`config.mk`:
```
export PLATFORM = sky130hd
export DESIGN_NAME = ner_sector_report
export DESIGN_NICKNAME = d
export VERILOG_FILES = /design/src/rtl/ner_pkg.sv /design/src/rtl/ner_ahb_front.sv /design/src/rtl/ner_sector_report.sv
export SDC_FILE = /design/constraint.sdc
export NUM_CORES = 1
export LEC_CHECK = 0
export BUFFER_PORTS_ARGS = -buffer_cell sky130_fd_sc_hd__buf_2
export CAP_MARGIN = 30
export CORE_MARGIN = 3
export CORE_UTILIZATION = 58
export CTS_CLUSTER_SIZE = 30
export DETAILED_ROUTE_END_ITERATION = 16
export PLACE_DENSITY = 0.77
export SLEW_MARGIN = 20
export SYNTH_ARGS = -nofsm -noshare
export SYNTH_HDL_FRONTEND = slang
export SYNTH_SLANG_ARGS = --single-unit
```
`constraint.sdc`:
```
create_clock -name hclk -period 3.6 [get_ports hclk]
set_input_delay 0.9 -clock hclk [delete_from_list [all_inputs] [get_ports hclk]]
set_output_delay 0.9 -clock hclk [all_outputs]
set_load 0.02 [all_outputs]
```
`src/rtl/ner_pkg.sv`:
```
// ner_pkg: constants and carrier types for the sector ecc result block
// assumes a 32-bit ahb-lite bus and an ecc engine that reports per sector
package ner_pkg;

  // sector registers, first and count
  localparam int NER_NSECT = 6;
  localparam int NER_FIRST_SECTOR = 6;
  localparam int NER_SECTOR_BYTES = 256;
  localparam int NER_FIRST_BYTE = NER_FIRST_SECTOR * NER_SECTOR_BYTES;

  // byte addresses of the result registers
  localparam logic [31:0] NER_ADDR_SECT6 = 32'h0fffe828;
  localparam logic [31:0] NER_ADDR_SECT7 = 32'h0fffe82c;
  localparam logic [31:0] NER_ADDR_SECT8 = 32'h0fffe830;
  localparam logic [31:0] NER_ADDR_SECT9 = 32'h0fffe834;
  localparam logic [31:0] NER_ADDR_SECT10 = 32'h0fffe838;
  localparam logic [31:0] NER_ADDR_SECT11 = 32'h0fffe83c;
  localparam logic [31:0] NER_ADDR_STEP = 32'h00000004;

  // event status and mask registers
  localparam logic [31:0] NER_ADDR_STATUS = 32'h0fffe860;
  localparam logic [31:0] NER_ADDR_MASK = 32'h0fffe864;

  // result word layout
  localparam int NER_PAR_LSB = 12;
  localparam int NER_PAR_W = 11;
  localparam int NER_BYTE_LSB = 3;
  localparam int NER_BYTE_W = 8;
  localparam int NER_BIT_LSB = 0;
  localparam int NER_BIT_W = 3;

  // status layout: single errors low, multiple errors above
  localparam int NER_EVT_W = 2 * NER_NSECT;
  localparam int NER_MULTI_LSB = NER_NSECT;

  // reset values
  localparam logic [NER_EVT_W-1:0] NER_STATUS_RST = 12'h000;
  localparam logic [NER_EVT_W-1:0] NER_MASK_RST = 12'h000;
  localparam logic [31:0] NER_RDATA_RST = 32'h00000000;

  // ahb encodings
  localparam logic [1:0] NER_HTRANS_NONSEQ = 2'h2;
  localparam logic [1:0] NER_HTRANS_SEQ = 2'h3;

  // one sector result
  typedef struct packed {
    logic [NER_PAR_W-1:0] parity;
    logic [NER_BYTE_W-1:0] byte_idx;
    logic [NER_BIT_W-1:0] bit_off;
  } ner_sect_s;

  // report from the ecc engine at the end of a sector check
  typedef struct packed {
    logic valid;
    logic [2:0] sector;
    logic single_err;
    logic multi_err;
    logic [NER_PAR_W-1:0] parity;
    logic [NER_BYTE_W-1:0] byte_idx;
    logic [NER_BIT_W-1:0] bit_off;
  } ner_eng_s;

  // ahb reads in the address phase and writes in the data phase, as seen by the register core
  typedef struct packed {
    logic rd;
    logic [31:0] rd_addr;
    logic wr;
    logic [31:0] wr_addr;
  } ner_acc_s;

  // ahb-lite bus inputs
  typedef struct packed {
    logic hsel;
    logic [31:0] haddr;
    logic [1:0] htrans;
    logic hwrite;
    logic [2:0] hsize;
    logic hready;
    logic [31:0] hwdata;
  } ner_ahb_in_s;

endpackage

```
`src/rtl/ner_ahb_front.sv`:
```
// ner_ahb_front: ahb-lite address phase capture for the result block
// assumes zero wait states, so every valid address phase is taken
`timescale 1ns/1ns
module ner_ahb_front (
  // clock and reset
  input wire logic hclk,
  input wire logic hresetn,
  // bus side
  input wire ner_pkg::ner_ahb_in_s bus,
  // core side
  output ner_pkg::ner_acc_s acc
);
  import ner_pkg::*;

  typedef struct packed {
    logic wr;
    logic [31:0] wr_addr;
  } ner_front_s;

  ner_front_s st_r;
  ner_front_s st_nxt;
  logic take;

  // a transfer is taken on nonseq or seq with hready high
  assign take = bus.hsel && bus.hready &&
                (bus.htrans == NER_HTRANS_NONSEQ ||
                 bus.htrans == NER_HTRANS_SEQ);

  // write address held into the data phase
  always_comb begin
    st_nxt = st_r;
    if (bus.hready) begin
      st_nxt.wr = take && bus.hwrite;
      st_nxt.wr_addr = bus.haddr;
    end
  end

  always_ff @(posedge hclk or negedge hresetn) begin
    if (!hresetn) begin
      st_r <= '0;
    end else begin
      st_r <= st_nxt;
    end
  end

  // reads are served from the address phase itself
  assign acc.rd = take && !bus.hwrite;
  assign acc.rd_addr = bus.haddr;
  assign acc.wr = st_r.wr;
  assign acc.wr_addr = st_r.wr_addr;

endmodule

```
`src/rtl/ner_sector_report.sv`:
```
// ner_sector_report: ecc result registers for page sectors six to eleven
// assumes an ecc engine that posts one report per checked sector, and an
// ahb-lite master doing single word transfers
`timescale 1ns/1ns
module ner_sector_report (
  // clock and reset
  input wire logic hclk,
  input wire logic hresetn,
  // ahb-lite slave
  input wire ner_pkg::ner_ahb_in_s bus,
  output logic [31:0] hrdata,
  output logic hreadyout,
  output logic hresp,
  // ecc engine reports
  input wire ner_pkg::ner_eng_s eng,
  // interrupt
  output logic irq
);
  import ner_pkg::*;

  typedef struct packed {
    ner_sect_s [NER_NSECT-1:0] res;
    logic [NER_EVT_W-1:0] status;
    logic [NER_EVT_W-1:0] mask;
    logic [31:0] rdata;
    logic irq;
  } ner_state_s;

  ner_state_s st_r;
  ner_state_s st_nxt;
  ner_acc_s acc;

  // result word from a sector record, reserved bits zero
  function automatic logic [31:0] pack_result(input ner_sect_s s);
    logic [31:0] w;
    w = 32'h00000000;
    w[NER_PAR_LSB +: NER_PAR_W] = s.parity;
    w[NER_BYTE_LSB +: NER_BYTE_W] = s.byte_idx;
    w[NER_BIT_LSB +: NER_BIT_W] = s.bit_off;
    return w;
  endfunction

  // sector register hit: bit 3 flags a hit, low bits give the index
  function automatic logic [3:0] sect_decode(input logic [31:0] a);
    logic [3:0] r;
    logic [31:0] d;
    r = 4'h0;
    d = a - NER_ADDR_SECT6;
    if (a >= NER_ADDR_SECT6 && a <= NER_ADDR_SECT11 && d[1:0] == 2'h0) begin
      r = {1'b1, d[4:2]};
    end
    return r;
  endfunction

  // bus address phase capture
  ner_ahb_front u_front (
    .hclk(hclk),
    .hresetn(hresetn),
    .bus(bus),
    .acc(acc)
  );

  // next state: engine reports, event flags, bus writes, read data
  always_comb begin
    logic [3:0] rdec;
    logic [NER_EVT_W-1:0] set;
    logic [NER_EVT_W-1:0] clr;
    st_nxt = st_r;
    set = '0;
    clr = '0;
    rdec = 4'h0;
    // engine report lands in the addressed sector register
    if (eng.valid && eng.sector < 3'(NER_NSECT)) begin
      st_nxt.res[eng.sector].parity = eng.parity;
      if (eng.single_err || eng.multi_err) begin
        // fields are don't-care on multiple errors, loaded as given
        st_nxt.res[eng.sector].byte_idx = eng.byte_idx;
        st_nxt.res[eng.sector].bit_off = eng.bit_off;
      end else begin
        st_nxt.res[eng.sector].byte_idx = '0;
        st_nxt.res[eng.sector].bit_off = '0;
      end
      if (eng.multi_err) begin
        set[NER_MULTI_LSB + int'(eng.sector)] = 1'b1;
      end else if (eng.single_err) begin
        set[eng.sector] = 1'b1;
      end
    end
    // data phase writes: status is write-one-to-clear, mask plain
    if (acc.wr && acc.wr_addr == NER_ADDR_STATUS) begin
      clr = bus.hwdata[NER_EVT_W-1:0];
    end
    if (acc.wr && acc.wr_addr == NER_ADDR_MASK) begin
      st_nxt.mask = bus.hwdata[NER_EVT_W-1:0];
    end
    // a new event beats a clear in the same cycle
    st_nxt.status = (st_r.status & ~clr) | set;
    st_nxt.irq = |(st_nxt.status & st_nxt.mask);
    // read data from the updated values, unmapped reads zero
    if (acc.rd) begin
      rdec = sect_decode(acc.rd_addr);
      if (rdec[3]) begin
        st_nxt.rdata = pack_result(st_nxt.res[rdec[2:0]]);
      end else if (acc.rd_addr == NER_ADDR_STATUS) begin
        st_nxt.rdata = {20'h00000, st_nxt.status};
      end else if (acc.rd_addr == NER_ADDR_MASK) begin
        st_nxt.rdata = {20'h00000, st_nxt.mask};
      end else begin
        st_nxt.rdata = NER_RDATA_RST;
      end
    end
  end

  // state register
  always_ff @(posedge hclk or negedge hresetn) begin
    if (!hresetn) begin
      st_r.res <= '0;
      st_r.status <= NER_STATUS_RST;
      st_r.mask <= NER_MASK_RST;
      st_r.rdata <= NER_RDATA_RST;
      st_r.irq <= 1'b0;
    end else begin
      st_r <= st_nxt;
    end
  end

  // bus response flops: no wait states, always okay
  always_ff @(posedge hclk or negedge hresetn) begin
    if (!hresetn) begin
      hreadyout <= 1'b0;
      hresp <= 1'b0;
    end else begin
      hreadyout <= 1'b1;
      hresp <= 1'b0;
    end
  end

  // outputs straight from flops
  assign hrdata = st_r.rdata;
  assign irq = st_r.irq;

endmodule

```
==> impl_metrics.tcl, run 1 <==
set metrics [dict create \
    grt_first_pass_wirelength_um 40240 \
    ctsResizeCount 0 \
    worst_slew_margin_rel 0.4309 \
    final.setup.tns_ns 0 \
    rsz0062_at_grt "false" \
    min_path_type "input pin to async pin" \
    worstSetupEndpointType "flop" \
    crit_type "input pin to flop" \
    sw_frac_of_total 0.2508 \
    path_clk_slew_ns 0.06 \
    synth_area_leaders "dfrtp_1 52%, mux2_2 11%, o21ai_0 3.9%, nand2_1 3.5%, mux2i_1 3.1%" \
    dpl_cell_area_um2 10900 \
    final_area_um2 11620 \
    dieArea_um2 19290 \
    grt_start_max_net_pins 82 \
    avgSynthCellArea_um2 11.17 \
    drv_slew 0 \
    r2r_slack_ns 0.71 \
    reg2reg_from "u_front.acc[9]" \
    ys_seq_elements 214 \
    numCtsBuffers 23 \
    via_count 7468 \
    required_ns 3.97 \
    status "finished, final reports clean" \
    synthAdderAreaFrac 0.004886 \
    fin_skew_ns 0.005793 \
    crit_end "hrdata[9]" \
    netlist_area_um2 10240 \
    dp_hpwl_um 16150 \
    clockRootBuffer "clkbuf_16" \
    antenna_found_initial 0 \
    fmax_ghz 0.3418 \
    vdd_drop_max_v 0.0003504 \
    wl_um 24410 \
    drv_cap 0 \
    total_power_uw 6005 \
    ioPinCount 137 \
    synth_edf_count 0 \
    regArea_um2 5355 \
    setup_viol 0 \
    setup.worst_path.start_class "input pin" \
    layout_setup_ws_ns 0.6747 \
    htreeDepth 1 \
    power.internal_uw 4499 \
    multi_input_area_um2 4294 \
    fin_cells 1231 \
    dp.cells 1190 \
    post-route-period-util 0.8126 \
    cts_buffer_depth 3 \
    insertion_delay_ns 0.50 \
    synth_commonest_cells "214 x dfrtp_1, 103 x mux2_2, 95 x nand2_1" \
    dieHeight_um 138.9 \
    worstRegToRegCells 8 \
    drc 0 \
    arrival_ns 3.30 \
    holdBufCountCts 0 \
    combPwrFrac 0.144 \
    crit-reg2reg-capture "irq" \
    seq_area_frac_synth 0.5228 \
    final_nets 1101 \
    synthFlopType "dfrtp_1" \
    ys_types 63 \
    synth_mux_area_frac 0.1472 \
    grt_overflow 0 \
    yosys.area_share.simple 0.1194 \
    synth_top_area_share 0.5228 \
    route.detailed.vias_per_inst 6.067 \
    pwr-share-seq 0.482 \
    nFillCells 1270 \
    synthCells 917 \
    crit_start "bus[47]" \
    syn2layout_area_growth_pct 13.46 \
    cts_setup_buffers 0 \
    port_buffers 102 \
    first_pass_iters 5 \
    switchingPower_uw 1506 \
    synth_warnings 0 \
    clock-sinks 214 \
    track_usage 0.2532 \
    finalWeightedCongestion 0.8851 \
    hold_viol 0 \
    grt_pass1_vias 7632 \
    cts_tree "yes" \
    coreArea_um2 16940 \
    crit_fanout 7 \
    synth_top_family_by_area "multiplexers" \
    drive_gt1_frac 0.2921 \
    synth_xor_area_frac 0.0008551 \
    initial_core_util 0.6048 \
    synthArstFlopShare 1.000 \
    dieWidth_um 138.9 \
    dp_slack_ns 0.1414 \
    postRouteAntennaNets 0 \
    synth-compound-area-share 0.1429 \
    synth_most_common_cell "dfrtp_1" \
    p_per_area_nw_per_um2 516.8 \
    clkPwrFrac 0.374 \
    wl_per_cell_um 19.83 \
    fin_crit_ns 2.925 \
    leakagePower_uw 0.005492 \
    synth_area_leader_cell "dfrtp_1" \
    fp-row-count 47 \
    worstMarginPinSlew_ns 0.8527 \
    drtIter0Drc 602 \
]
==> flip-flops by register name, indices dropped and copies added (netlist names) <==
register,flops
hrdata,23
st_r,156
irq,1
hreadyout,1
u_front.acc,33
==> power by group through the flow <==
| stage | logic [uW] | registers, uW | clock network (uW) |
|---|---|---|---|
| after floorplan | 605 | 2900 | 0 |
| after global placement | 822 | 2910 | 0 |
| after detailed placement | 852 | 2930 | 0 |
| after CTS | 861 | 2890 | 2280 |
| after global routing | 973 | 2930 | 2400 |
| final | 864 | 2890 | 2250 |
==> cells in the final DEF (no fill, tap or decap), types with 4 or more instances in the layout <==
cell type / netlist / final
buf_2: 6 / 101
a2111oi_0: 5 / 5
clkbuf_16: 0 / 23
a32oi_1: 4 / 4
o311ai_0: 11 / 11
a21oi_1: 13 / 13
nand4bb_1: 4 / 4
a22o_1: 12 / 12
conb_1: 2 / 11
nor2_1: 6 / 6
nor2b_1: 4 / 4
o211ai_1: 19 / 19
clkbuf_8: 0 / 5
nand4_1: 15 / 15
buf_12: 0 / 4
o2111a_1: 11 / 11
inv_1: 29 / 29
mux2_2: 103 / 103
nand3_1: 4 / 4
o21ai_0: 80 / 80
o22ai_1: 12 / 12
o21ai_1: 4 / 4
a41oi_1: 12 / 12
nand2b_1: 30 / 30
mux2i_1: 32 / 32
a31oi_1: 10 / 10
a22oi_1: 12 / 12
dfrtp_1: 214 / 214
ha_1: 4 / 4
and2_1: 12 / 12
clkinv_2: 0 / 4
buf_4: 34 / 35
nor3_1: 17 / 17
nand2_1: 95 / 95
clkbuf_1: 50 / 6
==> through the flow <==
step | util | hold WS, ns
6_report | 0.6862 | 0.4160
5_1_grt | 0.6860 | 0.4732
4_1_cts | 0.6860 | 0.4578
3_5_place_dp | 0.6435 | 0.4678
3_3_place_gp | 0.6435 | 0.4589
2_1_floorplan | - | 0.4448
==> critical path: stages <==
cell and delay [ns]:
buf_2 0.12, nor4_4 0.36, a41oi_1 0.22, a2111oi_4 0.40, nand3_2 0.27, buf_4 0.25
mux2_2 0.26, a2111oi_0 0.40, a21oi_1 0.12
==> kinds of logic after synthesis <==
kind of cell / after synthesis
buf+inv: 127
flops: 214
xor+xnor: 1
other cells: 2
simple gates: 218
compound gates: 214
mux: 137
fa+ha+maj: 4
==> worst min path at each step <==
| stage | slack, ns | endpoint |
|---|---|---|
| 3_3_place_gp | 0.46 | st_r[145] |
| 6_report | 0.42 | st_r[48] |
| 5_1_grt | 0.47 | st_r[48] |
| 2_1_floorplan | 0.44 | st_r[145] |
| 3_5_place_dp | 0.47 | st_r[89] |
| 4_1_cts | 0.46 | st_r[48] |
==> cell type report <==
class,count,share of cell area
repair buffers,141,0.07418
well taps,220,0.02369
clock inverters,7,0.005706
flip-flops and latches,214,0.4608
clock buffers,33,0.05620
inverters,30,0.009690
multi-input cells,585,0.3695
diodes,1,0.0002153
==> routing by layer <==
metal  share of wire  track usage
met5               0            0
met3           0.055      0.04138
met2            0.48       0.4088
met4           0.027      0.07467
met1            0.44       0.3576
No activity file was read; power rests on OpenSTA's default activity.
==> inputs of run 2 (changes only) <==
==> constraint.sdc (replaced) <==
create_clock -name hclk -period 2.9 [get_ports hclk]
set_input_delay 0.725 -clock hclk [delete_from_list [all_inputs] [get_ports hclk]]
set_output_delay 0.725 -clock hclk [all_outputs]
set_load 0.02 [all_outputs]
==> run 2 against run 1 <==
Compared with the run above: combinational power increased by 31%; largest power group unchanged; largest cell class unchanged; critical path depth decreased by 1; cell area up 3.1%; register-to-register slack lost 0.56 ns; total power grew 28%; sequential cell count is the same; core utilization grew 2.1 points; clock power is 31% higher; clock-buffer cell count is 2 lower; die area stayed put; sequential share of layout area shrank 1.4 points; via count is 2.1% higher.
==> impl_metrics.tcl, run 2 (synthesis results as in run 1) <==
set metrics [dict create \
    status "finished, final reports clean" \
    track_usage 0.2524 \
    setup.worst_path.start_class "flop" \
    final_common_cell "dfrtp_1" \
    drive_gt1_frac 0.3176 \
    p_per_area_nw_per_um2 639.8 \
    fin_crit_ns 2.749 \
    crit_type "flop to flop" \
    sw_frac_of_total 0.2471 \
    fin_skew_ns 0.01431 \
    final.setup.tns_ns 0 \
    route.detailed.vias_per_inst 6.057 \
    combPwrFrac 0.147 \
    initial_core_util 0.6048 \
    dieWidth_um 138.9 \
    grt_start_max_net_pins 68 \
    nFillCells 1205 \
    drv_cap 0 \
    final_area_um2 11980 \
    power.internal_uw 5771 \
    htreeDepth 1 \
    fp-row-count 47 \
    port_buffers 102 \
    cts_tree "yes" \
    clockRootBuffer "clkbuf_16" \
    clkPwrFrac 0.384 \
    final_cell_mix "214 x dfrtp_1, 103 x mux2_2, 101 x buf_2" \
    finalWeightedCongestion 0.9662 \
    ioPinCount 137 \
    cts_buffer_depth 3 \
    crit_start "u_front.acc[9]" \
    numCtsBuffers 23 \
    path_clk_slew_ns 0.06 \
    postRouteAntennaNets 0 \
    critical-path-top-delay-family "simple AND/OR/NAND/NOR gates" \
    min_path_type "input pin to async pin" \
    pwr-share-seq 0.469 \
    dpl_cell_area_um2 11160 \
    vdd_drop_max_v 0.0004814 \
    largest_register "st_r" \
    final_nets 1129 \
    grt_overflow 0 \
    drtIter0Drc 616 \
    final_util 0.7074 \
    worstMarginPinSlew_ns 0.6768 \
    syn2layout_area_growth_pct 16.98 \
    rsz0062_at_grt "false" \
    switchingPower_uw 1894 \
    largest_reg_flops 156 \
    dp_hpwl_um 16340 \
    hold_viol 0 \
    grt_first_pass_wirelength_um 40210 \
    wl_um 25020 \
    drc 0 \
    max_stage_delay_ns 0.55 \
    crit_fanout 11 \
    via_count 7626 \
    total_power_uw 7665 \
    clock-sinks 214 \
    drv_slew 0 \
    reg2reg_from "u_front.acc[9]" \
    arrival_ns 3.08 \
    antenna_found_initial 0 \
    wl_per_cell_um 19.87 \
    coreArea_um2 16940 \
    dieArea_um2 19290 \
    crit_path_top_delay_cell "or4b_4" \
    post-route-period-util 0.9480 \
    first_pass_iters 6 \
    fmax_ghz 0.3637 \
    antenna_cells 0 \
    cp_cell_sequence "or4b_4 -> nor4_4 -> buf_12 -> nand4_1 -> a32oi_1 -> o22ai_1 -> nor4_2 -> o2111ai_1" \
    setup_viol 0 \
    worst_slew_margin_rel 0.5488 \
    dieHeight_um 138.9 \
    holdBufCountCts 0 \
    regArea_um2 5355 \
    worstSetupEndpointType "flop" \
    r2r_slack_ns 0.15 \
    crit_buf_inv 1 \
    multi_input_area_um2 4323 \
    leakagePower_uw 0.005654 \
    insertion_delay_ns 0.50 \
    crit-reg2reg-capture "irq" \
    finalHoldWorstSlack_ns 0.2128 \
    grt_pass1_vias 7784 \
    required_ns 3.23 \
    worstRegToRegCells 8 \
]
==> run 2: metal layers <==
layer / wire length (um) / global-route usage / up-vias
li1: - / - / 3511
met1: 10950 / 0.3520 / 3826
met2: 12230 / 0.4224 / 252
met3: 1440 / 0.03690 / 37
met4: 399 / 0.06128 / 0
met5: 0 / 0 / -
==> run 2: worst max-delay path by stage <==
stage / endpoint / slack, ns / cells after the start
floorplan: hrdata[10] / 0.07 / 9
global placement: hrdata[10] / -0.15 / 9
detailed placement: hrdata[10] / -0.22 / 9
CTS: irq / 0.07 / 8
global route: irq / 0.02 / 8
finish: irq / 0.15 / 8
==> run 2: cell type report <==
cell class,count,area share
clock buffer,31,0.05305
tap,220,0.02297
multi-input combinational,586,0.3608
clock inverter,10,0.01065
sequential,214,0.4470
inverter,30,0.009398
timing repair buffer,168,0.09618
==> run 2: metrics by stage <==
step           std cells  setup slack [ns]
2_1_floorplan        926           0.07346
3_3_place_gp        1213           -0.1541
3_5_place_dp        1213           -0.2186
4_1_cts             1254           0.06730
5_1_grt             1259           0.01514
6_report            1259            0.1508
==> run 2: power groups by stage <==
stage | Sequential (uW) | Combinational, uW | Clock, uW
2_1_floorplan | 3600 | 751 | 0
3_3_place_gp | 3610 | 1060 | 0
3_5_place_dp | 3640 | 1100 | 0
4_1_cts | 3590 | 1120 | 2980
5_1_grt | 3630 | 1260 | 3110
6_report | 3590 | 1130 | 2950
==> run 2: worst register-to-register path, stage by stage (launching register included) <==
cell and delay [ns]:
dfrtp_1 0.38, or4b_4 0.55, nor4_4 0.35, buf_12 0.18, nand4_1 0.11, a32oi_1 0.27, o22ai_1 0.17, nor4_2 0.39
o2111ai_1 0.19
==> run 2: timing repair <==
action | in CTS | in global routing
resized for setup | 0 | 5
endpoints found under the setup margin | 0 | 1
buffers inserted | 0 | 4
==> inputs of run 3 (changes only) <==
--- a/config.mk
+++ b/config.mk
@@ -12,6 +12,8 @@
 export CTS_CLUSTER_SIZE = 30
 export DETAILED_ROUTE_END_ITERATION = 16
 export PLACE_DENSITY = 0.77
+export RECOVER_POWER = 25
+export REMOVE_ABC_BUFFERS = 1
 export SLEW_MARGIN = 20
 export SYNTH_ARGS = -nofsm -noshare
 export SYNTH_HDL_FRONTEND = slang
==> run 3 against run 2 <==
Compared with the run above: the run now ends with capacitance limit, slew limit left; cell count grew 0.32%; sequential share of layout area shrank 0.48 points; wire length grew 1.9%; setup slack lost 0.055 ns; core utilization grew 0.78 points; critical path depth grew 1; clock-buffer cell count shrank 1; cell area grew 1.1%; worst hold slack gained 0.23 ns; combinational power is essentially flat; largest cell class unchanged.
==> impl_metrics.tcl, run 3 (synthesis results as in run 1) <==
set metrics [dict create \
    status "finished with violations" \
    violations "capacitance limit, slew limit" \
    port_buffers 102 \
    p_per_area_nw_per_um2 658.2 \
    pwr-share-seq 0.451 \
    first_pass_iters 5 \
    syn2layout_area_growth_pct 18.26 \
    post-route-period-util 0.9669 \
    dp.cells 1216 \
    via_count 7618 \
    grt_pass1_vias 7938 \
    fin_cells 1263 \
    coreArea_um2 16940 \
    track_usage 0.2635 \
    final_nets 1131 \
    worst_slew_margin_rel -0.1160 \
    cts_buffer_depth 3 \
    dieArea_um2 19290 \
    largest_reg_flops 156 \
    wl_per_cell_um 20.19 \
    crit_fanout 6 \
    route.detailed.vias_per_inst 6.032 \
    combPwrFrac 0.139 \
    cts_tree "yes" \
    dpl_cell_area_um2 11210 \
    setup.worst_path.start_class "flop" \
    cp_cell_sequence "or4b_1 -> nor4_4 -> buf_4 -> buf_4 -> nand4_1 -> a32oi_2 -> o22ai_1 -> nor4_2 -> o2111ai_1" \
    grt_overflow 0 \
    drtIter0Drc 622 \
    critical-path-top-delay-family "simple AND/OR/NAND/NOR gates" \
    finalWeightedCongestion 0.8650 \
    antenna_cells 0 \
    fp-row-count 47 \
    power.internal_uw 5966 \
    crit_path_top_delay_cell "or4b_1" \
    crit_buf_inv 2 \
    drv_cap 1 \
    hold_viol 0 \
    ioPinCount 137 \
    final_cell_mix "214 x dfrtp_1, 103 x mux2_2, 101 x buf_2" \
    crit_top_cell "buf_4" \
    antenna_found_initial 1 \
    switchingPower_uw 2007 \
    postRouteAntennaNets 0 \
    htreeDepth 1 \
    min_path_type "input pin to flop" \
    insertion_delay_ns 0.53 \
    worstMarginPinSlew_ns 1.674 \
    dp_hpwl_um 16440 \
    crit_type "flop to flop" \
    fin_skew_ns 0.02599 \
    holdBufCountCts 0 \
    vdd_drop_max_v 0.0005594 \
    sw_frac_of_total 0.2517 \
    dieWidth_um 138.9 \
    drive_gt1_frac 0.3221 \
    clockRootBuffer "clkbuf_16" \
    clock-sinks 214 \
    finalHoldWorstSlack_ns 0.4444 \
    fmax_ghz 0.3566 \
    layout_setup_ws_ns 0.09595 \
    initial_core_util 0.6048 \
    arrival_ns 3.17 \
    worstSetupEndpointType "flop" \
    grt_start_max_net_pins 69 \
    wl_um 25500 \
    dieHeight_um 138.9 \
    drv_slew 69 \
    drc 0 \
    max_stage_delay_ns 0.58 \
    grt_first_pass_wirelength_um 41770 \
    setup_viol 0 \
    numCtsBuffers 24 \
    path_clk_slew_ns 0.07 \
    clkPwrFrac 0.410 \
    fin_crit_ns 2.804 \
    final_area_um2 12110 \
    largest_register "st_r" \
    leakagePower_uw 0.005715 \
    final_common_cell "dfrtp_1" \
    required_ns 3.26 \
    nFillCells 1230 \
    dp_slack_ns -0.2592 \
]
## run 3: cell types whose count changed in the layout (fill, tap and decap cells not counted), moves of 2 or more
cell and delta:
mux2i_1 +2, a32oi_2 +2, mux2i_2 -5, clkbuf_2 +3
clkinvlp_4 +3, buf_4 -4, a32oi_1 -2, mux2i_4 +3
## run 3: power by group through the flow
| stage | clock network, uW | registers, uW | logic, uW |
|---|---|---|---|
| 2_1_floorplan | 0 | 3600 | 710 |
| 3_3_place_gp | 0 | 3610 | 1050 |
| 3_5_place_dp | 0 | 3640 | 1090 |
| 4_1_cts | 3310 | 3590 | 1110 |
| 5_1_grt | 3430 | 3640 | 1250 |
| 6_report | 3270 | 3600 | 1110 |
## run 3: path summary, 6_finish.rpt
check | start | end | slack, ns | depth (start not counted)
min in group asynchronous | hresetn | st_r[39] | 0.65 | 1
max in group asynchronous | hresetn | st_r[74] | 0.48 | 2
min reg2reg | st_r[150] | st_r[150] | 0.48 | 2
max reg2reg | u_front.acc[3] | irq | 0.1 | 9
max | u_front.acc[3] | irq | 0.1 | 9
min | bus[60] | u_front.acc[21] | 0.44 | 2
## run 3: stage by stage
step	total power, uW	utilization	TNS [ns]
5_1_grt	8313	0.7152	-0.06466
3_5_place_dp	4731	0.6617	-2.410
6_report	7973	0.7152	0
3_3_place_gp	4661	0.6617	-1.916
2_1_floorplan	4306	-	-12.77
4_1_cts	8007	0.7128	0
## run 3: repair_timing
action                     4_1_cts  5_1_grt
setup endpoints to repair        0        2
resized for setup                0        9
setup buffers                    0        3
## run 3: layer usage
metal,global-route usage,vias up,part of all wire
met5,0,-,0.00051
li1,-,3501,-
met3,0.04897,67,0.058
met2,0.4214,233,0.48
met4,0.09526,2,0.033
met1,0.3641,3815,0.43
## run 3: cell type report
type,instances,area (um2),area share
Clock buffer,30,673.1,0.05557
Clock inverter,14,191.4,0.01580
Inverter,30,112.6,0.009297
Multi-Input combinational cell,585,4350,0.3592
Sequential cell,214,5355,0.4421
Tap cell,220,275.3,0.02272
Timing Repair Buffer,170,1155,0.09534
